==> config.mk <==
export PLATFORM = sky130hd
export DESIGN_NAME = dias_seq
export DESIGN_NICKNAME = d
export VERILOG_FILES = /design/src/verilog/dias_pkg.sv /design/src/verilog/dias_fifo.sv /design/src/verilog/dias_seq.sv
export SDC_FILE = /design/constraint.sdc
export NUM_CORES = 1
export LEC_CHECK = 0
export ABC_AREA = 1
export BUFFER_PORTS_ARGS = -buffer_cell sky130_fd_sc_hd__buf_2
export CAP_MARGIN = 10
export CORE_MARGIN = 1.5
export CORE_UTILIZATION = 40
export DETAILED_ROUTE_END_ITERATION = 8
export PLACE_DENSITY = 0.65
export REMOVE_ABC_BUFFERS = 1
export SETUP_SLACK_MARGIN = 0.1
export SKIP_CTS_REPAIR_TIMING = 1
export SYNTH_ARGS = -nofsm -noshare
export SYNTH_HDL_FRONTEND = slang
export SYNTH_SLANG_ARGS = --single-unit
==> constraint.sdc <==
create_clock -name ref_clk_i -period 9.9 [get_ports ref_clk_i]
set_input_delay 1.485 -clock ref_clk_i [delete_from_list [all_inputs] [get_ports ref_clk_i]]
set_output_delay 1.485 -clock ref_clk_i [all_outputs]
set_load 0.005 [all_outputs]
==> src/verilog/dias_pkg.sv <==
// Purpose: shared constants and types of the interleaved access sequencer
// Assumes: 100 MHz system clock, strobes modelled active high
// Notes:   half-clock strobe edges are rounded to whole clocks
package dias_pkg;

  localparam int ADDR_W = 26;
  localparam int DATA_W = 32;
  localparam int BE_W   = 4;
  localparam int FIFO_W = 32;
  localparam int FIFO_D = 16;

  // interleave type codes, one 2-bit field per bank pair
  localparam logic [1:0] ILV_NONE  = 2'h0;
  localparam logic [1:0] ILV_XCVR  = 2'h1;
  localparam logic [1:0] ILV_LATCH = 2'h2;
  localparam logic [1:0] ILV_REG   = 2'h3;
  localparam int         ILV_PAIR0 = 0;
  localparam int         ILV_PAIR1 = 2;

  // access size codes
  localparam logic [1:0] SIZE_BYTE = 2'h0;
  localparam logic [1:0] SIZE_HALF = 2'h1;
  localparam logic [1:0] SIZE_TRI  = 2'h2;
  localparam logic [1:0] SIZE_WORD = 2'h3;

  // last word index of each transfer shape
  localparam logic [2:0] LAST_ONE    = 3'h0;
  localparam logic [2:0] LAST_TWO    = 3'h1;
  localparam logic [2:0] LAST_BURST4 = 3'h3;
  localparam logic [2:0] LAST_BURST8 = 3'h7;

  // column address steps
  localparam logic [ADDR_W-1:0] STEP_16 = 26'h0000002;
  localparam logic [ADDR_W-1:0] STEP_32 = 26'h0000004;

  // timing
  localparam int T_CLK_NS    = 10;
  localparam int T_CAS_NS    = 20;
  localparam int CAS_CYC     = (T_CAS_NS + T_CLK_NS - 1) / T_CLK_NS;
  localparam logic [1:0] CAS_LAST = 2'(CAS_CYC - 1);

  // reset values
  localparam logic [ADDR_W-1:0] ADDR_RST = 26'h0000000;
  localparam logic [DATA_W-1:0] DATA_RST = 32'h00000000;
  localparam logic [3:0]        STRB_RST = 4'h0;

  typedef enum logic [2:0] {
    ST_IDLE,
    ST_ROW,
    ST_SETUP,
    ST_STROBE,
    ST_HOLD,
    ST_LATCH,
    ST_END
  } dias_state_t;

endpackage : dias_pkg

==> src/verilog/dias_fifo.sv <==
// Purpose: write data buffer between requester and sequencer
// Assumes: single clock, registered ready and valid flags
// Notes:   storage is flip-flops, no reset on data
`timescale 1ns/100ps
`default_nettype none
module dias_fifo #(
  parameter int WIDTH = 32,
  parameter int DEPTH = 16
) (
  input  wire logic             ref_clk_i,
  input  wire logic             rst_i,
  input  wire logic [WIDTH-1:0] in_data_i,
  input  wire logic             in_valid_i,
  output logic                  in_ready_o,
  output logic      [WIDTH-1:0] out_data_o,
  output logic                  out_valid_o,
  input  wire logic             out_ready_i
);

  localparam int PW = $clog2(DEPTH);

  logic [WIDTH-1:0] mem [DEPTH];
  logic [PW-1:0]    wr_ptr;
  logic [PW-1:0]    rd_ptr;
  logic [PW:0]      count;
  logic [PW-1:0]    next_wr_ptr;
  logic [PW-1:0]    next_rd_ptr;
  logic [PW:0]      next_count;
  logic             next_in_ready;
  logic             next_out_valid;
  logic             push;
  logic             pop;

  //////////////////////////////////////////////////////////////////////////
  always_comb begin
    push           = in_valid_i && in_ready_o;
    pop            = out_ready_i && out_valid_o;
    next_wr_ptr    = push ? PW'(wr_ptr + 1'b1) : wr_ptr;
    next_rd_ptr    = pop ? PW'(rd_ptr + 1'b1) : rd_ptr;
    next_count     = count;
    if (push && !pop) begin
      next_count = (PW+1)'(count + 1'b1);
    end else if (pop && !push) begin
      next_count = (PW+1)'(count - 1'b1);
    end
    next_in_ready  = next_count != (PW+1)'(DEPTH);
    next_out_valid = next_count != '0;
  end

  always_ff @(posedge ref_clk_i or posedge rst_i) begin
    if (rst_i) begin
      wr_ptr      <= '0;
      rd_ptr      <= '0;
      count       <= '0;
      in_ready_o  <= 1'b1;
      out_valid_o <= 1'b0;
    end else begin
      wr_ptr      <= next_wr_ptr;
      rd_ptr      <= next_rd_ptr;
      count       <= next_count;
      in_ready_o  <= next_in_ready;
      out_valid_o <= next_out_valid;
    end
  end

  //////////////////////////////////////////////////////////////////////////
  // one storage word per entry
  for (genvar g = 0; g < DEPTH; g++) begin : g_entry
    always_ff @(posedge ref_clk_i) begin
      if (push && wr_ptr == PW'(g)) begin
        mem[g] <= in_data_i;
      end
    end
  end

  assign out_data_o = mem[rd_ptr];

endmodule : dias_fifo
`default_nettype wire

==> src/verilog/dias_seq.sv <==
// Purpose: page-mode multi-datum and interleaved read sequencer
// Assumes: strobes active high, one request at a time while busy_o
// Notes:   write data passes through a 16-word buffer
`timescale 1ns/100ps
`default_nettype none
module dias_seq (
  input  wire logic                        ref_clk_i,
  input  wire logic                        rst_i,
  input  wire logic                        req_i,
  input  wire logic                        req_write_i,
  input  wire logic                        req_port16_i,
  input  wire logic [1:0]                  req_size_i,
  input  wire logic                        req_burst_i,
  input  wire logic [1:0]                  req_bank_i,
  input  wire logic [3:0]                  req_byte_en_i,
  input  wire logic [dias_pkg::ADDR_W-1:0] req_row_i,
  input  wire logic [dias_pkg::ADDR_W-1:0] req_col_i,
  input  wire logic [3:0]                  interleave_type_i,
  input  wire logic [dias_pkg::DATA_W-1:0] wr_data_i,
  input  wire logic                        wr_valid_i,
  output logic                             wr_ready_o,
  input  wire logic [dias_pkg::DATA_W-1:0] dram_data_i,
  output logic                             busy_o,
  output logic [3:0]                       row_strobe_o,
  output logic [3:0]                       column_strobe_o,
  output logic [dias_pkg::ADDR_W-1:0]      system_address_bus_o,
  output logic [dias_pkg::DATA_W-1:0]      system_data_bus_o,
  output logic                             data_out_en_o,
  output logic                             burst_frame_o,
  output logic                             data_ready_o,
  output logic [dias_pkg::DATA_W-1:0]      read_data_o,
  output logic                             read_valid_o,
  output logic                             even_bank_read_enable_o,
  output logic                             odd_bank_read_enable_o,
  output logic                             even_bank_write_enable_o,
  output logic                             odd_bank_write_enable_o
);

  dias_pkg::dias_state_t         state;
  dias_pkg::dias_state_t         next_state;
  logic [1:0]                    cnt;
  logic [1:0]                    next_cnt;
  logic [2:0]                    word;
  logic [2:0]                    next_word;
  logic [2:0]                    last;
  logic [2:0]                    next_last;
  logic [dias_pkg::ADDR_W-1:0]   col;
  logic [dias_pkg::ADDR_W-1:0]   next_col;
  logic [1:0]                    bank;
  logic [1:0]                    next_bank;
  logic [1:0]                    mode;
  logic [1:0]                    next_mode;
  logic [3:0]                    byte_en;
  logic [3:0]                    next_byte_en;
  logic                          wr;
  logic                          next_wr;
  logic                          p16;
  logic                          next_p16;
  logic                          pmode;
  logic                          next_pmode;
  logic                          skip;
  logic                          next_skip;
  logic                          pop;
  logic                          sample;
  logic                          advance;
  logic                          latched;
  logic [1:0]                    req_mode;
  logic [dias_pkg::ADDR_W-1:0]   step;
  logic [dias_pkg::DATA_W-1:0]   fifo_data;
  logic                          fifo_valid;
  logic                          n_dp;
  logic                          n_cas;
  logic                          n_odd;
  logic [3:0]                    row_sel;
  logic                          next_busy;
  logic [3:0]                    next_cas_o;
  logic [dias_pkg::ADDR_W-1:0]   next_addr_o;
  logic [dias_pkg::DATA_W-1:0]   next_data_o;
  logic                          next_frame;
  logic                          next_ready;
  logic                          next_rvalid;
  logic                          next_erd;
  logic                          next_ord;
  logic                          next_ewr;
  logic                          next_owr;

  //////////////////////////////////////////////////////////////////////////
  dias_fifo #(
    .WIDTH (dias_pkg::FIFO_W),
    .DEPTH (dias_pkg::FIFO_D)
  ) u_wr_fifo (
    .ref_clk_i   (ref_clk_i),
    .rst_i       (rst_i),
    .in_data_i   (wr_data_i),
    .in_valid_i  (wr_valid_i),
    .in_ready_o  (wr_ready_o),
    .out_data_o  (fifo_data),
    .out_valid_o (fifo_valid),
    .out_ready_i (pop)
  );

  //////////////////////////////////////////////////////////////////////////
  // sequencing
  always_comb begin
    req_mode = req_bank_i[1] ?
               interleave_type_i[dias_pkg::ILV_PAIR1 +: 2] :
               interleave_type_i[dias_pkg::ILV_PAIR0 +: 2];
    latched  = mode == dias_pkg::ILV_LATCH || mode == dias_pkg::ILV_REG;
    step     = p16 ? dias_pkg::STEP_16 : dias_pkg::STEP_32;
    next_state   = state;
    next_cnt     = cnt;
    next_word    = word;
    next_last    = last;
    next_col     = col;
    next_bank    = bank;
    next_mode    = mode;
    next_byte_en = byte_en;
    next_wr      = wr;
    next_p16     = p16;
    next_pmode   = pmode;
    next_skip    = skip;
    pop          = 1'b0;
    sample       = 1'b0;
    advance      = 1'b0;
    case (state)
      dias_pkg::ST_IDLE: begin
        if (req_i) begin
          next_state   = dias_pkg::ST_ROW;
          next_word    = 3'h0;
          next_col     = req_col_i;
          next_bank    = req_bank_i;
          next_mode    = req_mode;
          next_byte_en = req_byte_en_i;
          next_wr      = req_write_i;
          next_p16     = req_port16_i;
          // interleaved timing only on 32-bit reads of interleaved pairs
          next_pmode   = !req_write_i && !req_port16_i &&
                         req_mode != dias_pkg::ILV_NONE &&
                         (req_burst_i ||
                          ((req_mode == dias_pkg::ILV_LATCH ||
                            req_mode == dias_pkg::ILV_REG) &&
                           req_bank_i[0]));
          // odd single read of a latched or registered pair runs as word two of a burst
          next_skip    = !req_write_i && !req_port16_i && !req_burst_i &&
                         req_bank_i[0] &&
                         (req_mode == dias_pkg::ILV_LATCH ||
                          req_mode == dias_pkg::ILV_REG);
          // even 32-bit single read is a lone first word
          if (next_skip) begin
            next_last = dias_pkg::LAST_TWO;
          end else if (req_port16_i) begin
            if (req_burst_i) begin
              next_last = dias_pkg::LAST_BURST8;
            end else if (req_size_i == dias_pkg::SIZE_TRI ||
                         req_size_i == dias_pkg::SIZE_WORD) begin
              next_last = dias_pkg::LAST_TWO;
            end else begin
              next_last = dias_pkg::LAST_ONE;
            end
          end else if (req_burst_i &&
                       (!req_write_i || req_mode == dias_pkg::ILV_NONE)) begin
            next_last = dias_pkg::LAST_BURST4;
          end else begin
            next_last = dias_pkg::LAST_ONE;
          end
        end
      end
      dias_pkg::ST_ROW: begin
        next_state = dias_pkg::ST_SETUP;
      end
      dias_pkg::ST_SETUP: begin
        if (!wr || fifo_valid) begin
          pop        = wr;
          next_state = dias_pkg::ST_STROBE;
          next_cnt   = 2'h0;
        end
      end
      dias_pkg::ST_STROBE, dias_pkg::ST_HOLD: begin
        if (cnt == dias_pkg::CAS_LAST) begin
          sample  = !wr;
          advance = 1'b1;
        end else begin
          next_cnt = 2'(cnt + 1'b1);
        end
      end
      dias_pkg::ST_LATCH: begin
        sample  = 1'b1;
        advance = 1'b1;
      end
      dias_pkg::ST_END: begin
        next_state = dias_pkg::ST_IDLE;
      end
      default: begin
        next_state = dias_pkg::ST_IDLE;
      end
    endcase
    if (advance) begin
      next_cnt = 2'h0;
      if (word == last) begin
        next_state = dias_pkg::ST_END;
      end else begin
        next_word = 3'(word + 1'b1);
        if (pmode && next_word[0] && mode == dias_pkg::ILV_XCVR) begin
          next_state = dias_pkg::ST_HOLD;
        end else if (pmode && next_word[0]) begin
          next_state = dias_pkg::ST_LATCH;
        end else if (pmode && latched) begin
          next_col   = col + step;
          next_state = dias_pkg::ST_STROBE;
        end else begin
          next_col   = col + step;
          next_state = dias_pkg::ST_SETUP;
        end
      end
    end
  end

  //////////////////////////////////////////////////////////////////////////
  // outputs follow the next state so that each leaves a flip-flop
  for (genvar g = 0; g < 4; g++) begin : g_row
    assign row_sel[g] = (next_bank == 2'(g)) ||
                        (next_pmode && next_bank[1] == 1'(g / 2));
  end

  always_comb begin
    n_dp  = next_state == dias_pkg::ST_SETUP ||
            next_state == dias_pkg::ST_STROBE ||
            next_state == dias_pkg::ST_HOLD ||
            next_state == dias_pkg::ST_LATCH;
    n_cas = n_dp && next_state != dias_pkg::ST_SETUP;
    n_odd = next_pmode ? next_word[0] : next_bank[0];
    next_busy   = next_state != dias_pkg::ST_IDLE;
    next_cas_o  = n_cas ? (next_wr ? next_byte_en : 4'hF) : 4'h0;
    next_addr_o = (state == dias_pkg::ST_IDLE && req_i) ? req_row_i :
                  next_col;
    next_data_o = pop ? fifo_data : system_data_bus_o;
    next_frame  = (n_dp || next_state == dias_pkg::ST_ROW) &&
                  next_word != next_last;
    next_rvalid = sample && !(skip && word == 3'h0);
    next_ready  = next_rvalid || pop;
    next_ewr    = 1'b0;
    next_owr    = 1'b0;
    next_erd    = 1'b0;
    next_ord    = 1'b0;
    if (next_wr) begin
      // one write enable, chosen by bank parity
      if (next_mode == dias_pkg::ILV_XCVR) begin
        next_ewr = n_dp && !n_odd;
        next_owr = n_dp && n_odd;
        next_erd = n_dp && !n_odd;
        next_ord = n_dp && n_odd;
      end else begin
        next_ewr = n_cas && !n_odd;
        next_owr = n_cas && n_odd;
      end
    end else begin
      case (next_mode)
        dias_pkg::ILV_LATCH: begin
          next_erd = next_state == dias_pkg::ST_STROBE && !n_odd;
          next_ord = n_dp;
        end
        default: begin
          next_erd = n_dp && !n_odd;
          next_ord = n_dp && n_odd;
        end
      endcase
    end
  end

  //////////////////////////////////////////////////////////////////////////
  always_ff @(posedge ref_clk_i or posedge rst_i) begin
    if (rst_i) begin
      state                    <= dias_pkg::ST_IDLE;
      cnt                      <= 2'h0;
      word                     <= 3'h0;
      last                     <= 3'h0;
      col                      <= dias_pkg::ADDR_RST;
      bank                     <= 2'h0;
      mode                     <= dias_pkg::ILV_NONE;
      byte_en                  <= 4'h0;
      wr                       <= 1'b0;
      p16                      <= 1'b0;
      pmode                    <= 1'b0;
      skip                     <= 1'b0;
      busy_o                   <= 1'b0;
      row_strobe_o             <= dias_pkg::STRB_RST;
      column_strobe_o          <= dias_pkg::STRB_RST;
      system_address_bus_o     <= dias_pkg::ADDR_RST;
      system_data_bus_o        <= dias_pkg::DATA_RST;
      data_out_en_o            <= 1'b0;
      burst_frame_o            <= 1'b0;
      data_ready_o             <= 1'b0;
      read_data_o              <= dias_pkg::DATA_RST;
      read_valid_o             <= 1'b0;
      even_bank_read_enable_o  <= 1'b0;
      odd_bank_read_enable_o   <= 1'b0;
      even_bank_write_enable_o <= 1'b0;
      odd_bank_write_enable_o  <= 1'b0;
    end else begin
      state                    <= next_state;
      cnt                      <= next_cnt;
      word                     <= next_word;
      last                     <= next_last;
      col                      <= next_col;
      bank                     <= next_bank;
      mode                     <= next_mode;
      byte_en                  <= next_byte_en;
      wr                       <= next_wr;
      p16                      <= next_p16;
      pmode                    <= next_pmode;
      skip                     <= next_skip;
      busy_o                   <= next_busy;
      row_strobe_o             <= (next_busy &&
                                   next_state != dias_pkg::ST_END) ?
                                  row_sel : 4'h0;
      column_strobe_o          <= next_cas_o;
      system_address_bus_o     <= next_addr_o;
      system_data_bus_o        <= next_data_o;
      data_out_en_o            <= next_wr && n_dp;
      burst_frame_o            <= next_frame;
      data_ready_o             <= next_ready;
      read_data_o              <= sample ? dram_data_i : read_data_o;
      read_valid_o             <= next_rvalid;
      even_bank_read_enable_o  <= next_erd;
      odd_bank_read_enable_o   <= next_ord;
      even_bank_write_enable_o <= next_ewr;
      odd_bank_write_enable_o  <= next_owr;
    end
  end

  //////////////////////////////////////////////////////////////////////////
  // checks
  a_we_onehot: assert property (
    @(posedge ref_clk_i) disable iff (rst_i)
    (column_strobe_o != 4'h0 && wr) |->
    $onehot({even_bank_write_enable_o, odd_bank_write_enable_o}))
    else $error("write strobe without exactly one write enable");

  a_frame_last: assert property (
    @(posedge ref_clk_i) disable iff (rst_i)
    (state == dias_pkg::ST_STROBE && word == last) |-> !burst_frame_o)
    else $error("burst frame still high on final word");

  a_xcvr_hold: assert property (
    @(posedge ref_clk_i) disable iff (rst_i)
    (state == dias_pkg::ST_STROBE && next_state == dias_pkg::ST_HOLD) |=>
    ($stable(system_address_bus_o) && $stable(column_strobe_o)))
    else $error("column moved on held odd word");

  a_xcvr_save: assert property (
    @(posedge ref_clk_i) disable iff (rst_i)
    $rose(state == dias_pkg::ST_HOLD) |->
    (state == dias_pkg::ST_HOLD) [*2] ##1 (state != dias_pkg::ST_HOLD))
    else $error("held odd word not two clocks");

  a_latch_step: assert property (
    @(posedge ref_clk_i) disable iff (rst_i)
    (state == dias_pkg::ST_LATCH && word != last) |=>
    (state == dias_pkg::ST_STROBE && column_strobe_o == 4'hF))
    else $error("even column not pipelined after latch");

  a_mux_ctrl: assert property (
    @(posedge ref_clk_i) disable iff (rst_i)
    (mode == dias_pkg::ILV_LATCH && !wr && state == dias_pkg::ST_LATCH) |->
    (odd_bank_read_enable_o && !even_bank_read_enable_o))
    else $error("mux enables wrong during latched word");

  a_reg_direct: assert property (
    @(posedge ref_clk_i) disable iff (rst_i)
    (mode == dias_pkg::ILV_REG && !wr && pmode &&
     state == dias_pkg::ST_LATCH) |->
    (odd_bank_read_enable_o && !even_bank_read_enable_o))
    else $error("registered enables not direct");

  a_odd_skip: assert property (
    @(posedge ref_clk_i) disable iff (rst_i)
    (skip && state == dias_pkg::ST_STROBE && word == 3'h0 &&
     cnt == dias_pkg::CAS_LAST) |=> !read_valid_o)
    else $error("dummy first word returned");

  a_addr_step: assert property (
    @(posedge ref_clk_i) disable iff (rst_i)
    ($changed(word) && word != 3'h0 && !pmode) |->
    col == $past(col) + step)
    else $error("column step wrong");

  a_write_data: assert property (
    @(posedge ref_clk_i) disable iff (rst_i)
    pop |=> (system_data_bus_o == $past(fifo_data) && data_ready_o))
    else $error("write phase data not driven");

endmodule : dias_seq
`default_nettype wire

==> run metrics <==
outcome finished, final reports clean; hold path cells 2; Final period util between 40 and 50%; Syn Std Cell Area 0.0278 sq mm; Pwr Density 307 mW/mm^2; Clock Latency Late Sink between 0.6 and 0.7 ns; Arrival @ worst endpoint about 4.7 ns; Synth Flop Type edfxtp_1; worst-path cell chain inv_6, buf_4, buf_4, o21ai_0, o22ai_1, nor2_1, nor2_1, o21ai_0, a31oi_1; Die Area 0.0711 sq mm; fmax 239 MHz; reg-to-reg endpoint system_data_bus_o[11]; Reg2Reg Setup Slack 5.71 ns; worst stage delay on the critical path around 0.83 ns; max_cap viols 0; first-pass GRT wire length between 100 and 150 mm; Placed Area 0.0299 sq mm; Core Region between 0.06 and 0.07 sq mm; Final #Nets approximately 2700; clock root cell clkbuf_16; synth warn 0; Syn Area/Cell ~12 sq um; Slowest-stage cell, CP buf_4; routability cong. between 0.8 and 0.9; Vias just under 20000; number of synthesized flops with an enable pin 512; min cycle time layout between 4 and 5 ns; share of layout cells above drive strength 1 16.8%; max_slew headroom around a quarter; Hold Startpoint read_data_o[25]; crit start category flip-flop; post-route cell area approximately 0.032 sq mm; Area Overhead vs Synth 16.5%; drt via density between 5 and 6; peak supply drop between 0.0002 and 0.00025 V; Reg2Reg Depth 9; CP endpoint kind flip-flop; initial antenna violation count 6; pin count of the biggest net entering global routing 101; H-tree depth 3; GRT Resource Usage Total 19.8%; Clock Path Buffers 3; Residual DRC 0; cts bufs inserted 74; Sum Neg Setup Slack 0 ns; Place WS ~5.8 ns; Leak between 10 and 15 nW; number of global-route vias before repair ~19000; IO buf count roughly 240; ant diodes 0; hold crit path type reg -> reg; critical path depth 9; Worst-Margin Slew 1.13 ns; cell family with most CP delay buffers and inverters; clock sinks 683; CTS clock-pin slew for the worst setup and hold paths ~0.06 ns; Starting Density 40.5%; RSZ-0062 raised after global routing false; Mapped Cells ~2400; Hold Violations, Final 0; routed wire length approximately 71 mm; WL/cell just under 20 um; aggregate global routing overflow 0; iteration count of the initial detailed-routing pass 5; worst-path fanout max 93; Final ANT Viol Nets 0; CTS tree done; placed wire-length estimate 37.9 mm; max-slew violation count 0; setup violators final 0; worst min-delay path endpoint read_data_o[25]; skew final about 0.031 ns; Seq cells post-synth 683; Reg-to-Reg Start u_wr_fifo.rd_ptr[0]; sequential share of the synthesized area a little over 70%; # rows between 90 and 100; ys async rst share roughly 25%; Buf/Inv on CP 3; Top Ports around 240; worst path required time roughly 10 ns; Yosys cell types 44; Crit Path Category reg -> reg; Die H ~270 um; Die X around 270 um; 1st-iter DRT viols 1786; final setup margin about 5.7 ns
state kept, by name, summed over array words and instances, names as in the netlist, 4 cells and up:
register	count
read_data_o	32
system_address_bus_o	26
byte_en	4
u_wr_fifo.wr_ptr	4
u_wr_fifo.rd_ptr	4
row_strobe_o	4
column_strobe_o	4
u_wr_fifo.mem	512
u_wr_fifo.count	5
col	26
system_data_bus_o	32
synthesized netlist by cell type (3+ instances only):
master / n / share of area (%)
edfxtp_1: 512 / 55
nor2_1: 399 / 5.4
nand2_1: 367 / 5.0
o21ai_0: 291 / 5.2
dfrtp_1: 170 / 15
o221ai_1: 98 / 3.1
nand3_1: 87 / 1.6
inv_1: 79 / 1.1
clkbuf_1: 78 / 1.1
a31oi_1: 48 / 1.1
buf_2: 48 / 0.86
o22ai_1: 32 / 0.72
xor2_1: 24 / 0.76
o21ai_1: 18 / 0.32
inv_2: 13 / 0.18
ha_1: 12 / 0.54
nand2_2: 11 / 0.25
nor3_1: 10 / 0.18
nand4_1: 9 / 0.20
a21oi_1: 7 / 0.13
buf_4: 6 / 0.16
xnor2_1: 6 / 0.19
o211ai_1: 5 / 0.13
nand3_4: 4 / 0.25
buf_6: 3 / 0.12
nand3b_1: 3 / 0.081
nor2_2: 3 / 0.067
layout by cell type (no fill, tap or decap), types with 3 or more instances in the layout:
| cell type | count |
|---|---|
| nor2_4 | 14 |
| o21ai_0 | 291 |
| clkbuf_1 | 11 |
| o21ai_1 | 18 |
| nand3_4 | 4 |
| nor3_1 | 8 |
| edfxtp_1 | 512 |
| o211ai_1 | 5 |
| inv_1 | 75 |
| clkinv_1 | 17 |
| nor2_1 | 385 |
| clkbuf_16 | 76 |
| nand2_2 | 11 |
| nand3_1 | 87 |
| buf_4 | 29 |
| clkinv_2 | 9 |
| o221ai_1 | 98 |
| a21oi_1 | 7 |
| clkinv_16 | 3 |
| buf_2 | 241 |
| dfrtp_1 | 167 |
| clkbuf_8 | 6 |
| nand3b_1 | 3 |
| ha_1 | 12 |
| nand2_1 | 367 |
| bufinv_16 | 8 |
| xor2_1 | 24 |
| o22ai_1 | 32 |
| nor2_2 | 3 |
| a31oi_1 | 48 |
| nand4_1 | 9 |
| inv_2 | 14 |
| xnor2_1 | 6 |
worst reg2reg max path: cells and delay by family, from the launching register on:
| family | cells | cell delay [ns] |
|---|---|---|
| buffers and inverters | 3 | 2.34 |
| DFF | 1 | 0.82 |
| AOI/OAI and AO/OA | 4 | 0.74 |
| and+or+nand+nor | 2 | 0.21 |
metrics by stage:
| step | hold WS [ns] | power, W | instances | utilization (%) |
|---|---|---|---|---|
| after floorplan | 0.443 | 0.00600 | 2230 | - |
| after global placement | 0.450 | 0.00708 | 3431 | 43.5 |
| after detailed placement | 0.457 | 0.00720 | 3431 | 43.5 |
| after CTS | 0.472 | 0.0100 | 3563 | 47.2 |
| after global routing | 0.486 | 0.0106 | 3563 | 47.2 |
| final | 0.470 | 0.00996 | 3563 | 47.2 |
power by group:
part,leakage [nW],internal (W),switching [W]
Clock,1.21,0.00167,0.00114
Combinational,4.35,0.00101,0.00216
Sequential,6.66,0.00365,0.000332
Total,12.2,0.00633,0.00363
layer usage:
| layer | global-route usage, % | up-vias | wire length (um) |
|---|---|---|---|
| met5 | 0 | - | 69 |
| met4 | 7.40 | 10 | 2030 |
| met3 | 3.56 | 159 | 4970 |
| met2 | 33.8 | 751 | 34400 |
| met1 | 25.1 | 9602 | 29300 |
| li1 | - | 8846 | - |
area by class of cell:
cell class / count / area (sq um)
tap: 931 / 1160
timing repair buffer: 270 / 1420
fill: 6143 / 36300
sequential: 683 / 19700
clock inverter: 39 / 479
inverter: 94 / 367
clock buffer: 93 / 2030
multi-input combinational: 1453 / 7290
kinds of logic after synthesis:
group	synth area share, %
multiplexers	0.0720
flip-flops	70.6
buffers and inverters	3.55
AO/OA/AOI/OAI	11.0
XOR/XNOR	0.944
AND/OR/NAND/NOR	13.2
adder cells (fa/ha/maj)	0.612
worst max-delay path by stage:
stage	from	to	slack, ns
floorplan	u_wr_fifo.rd_ptr[0]	system_data_bus_o[11]	2.06
global placement	u_wr_fifo.rd_ptr[0]	system_data_bus_o[2]	5.94
detailed placement	u_wr_fifo.rd_ptr[0]	system_data_bus_o[2]	5.84
CTS	u_wr_fifo.rd_ptr[0]	system_data_bus_o[11]	5.81
global route	u_wr_fifo.rd_ptr[0]	system_data_bus_o[11]	5.44
finish	u_wr_fifo.rd_ptr[0]	system_data_bus_o[11]	5.71
Power figures use the tool's default switching activity.
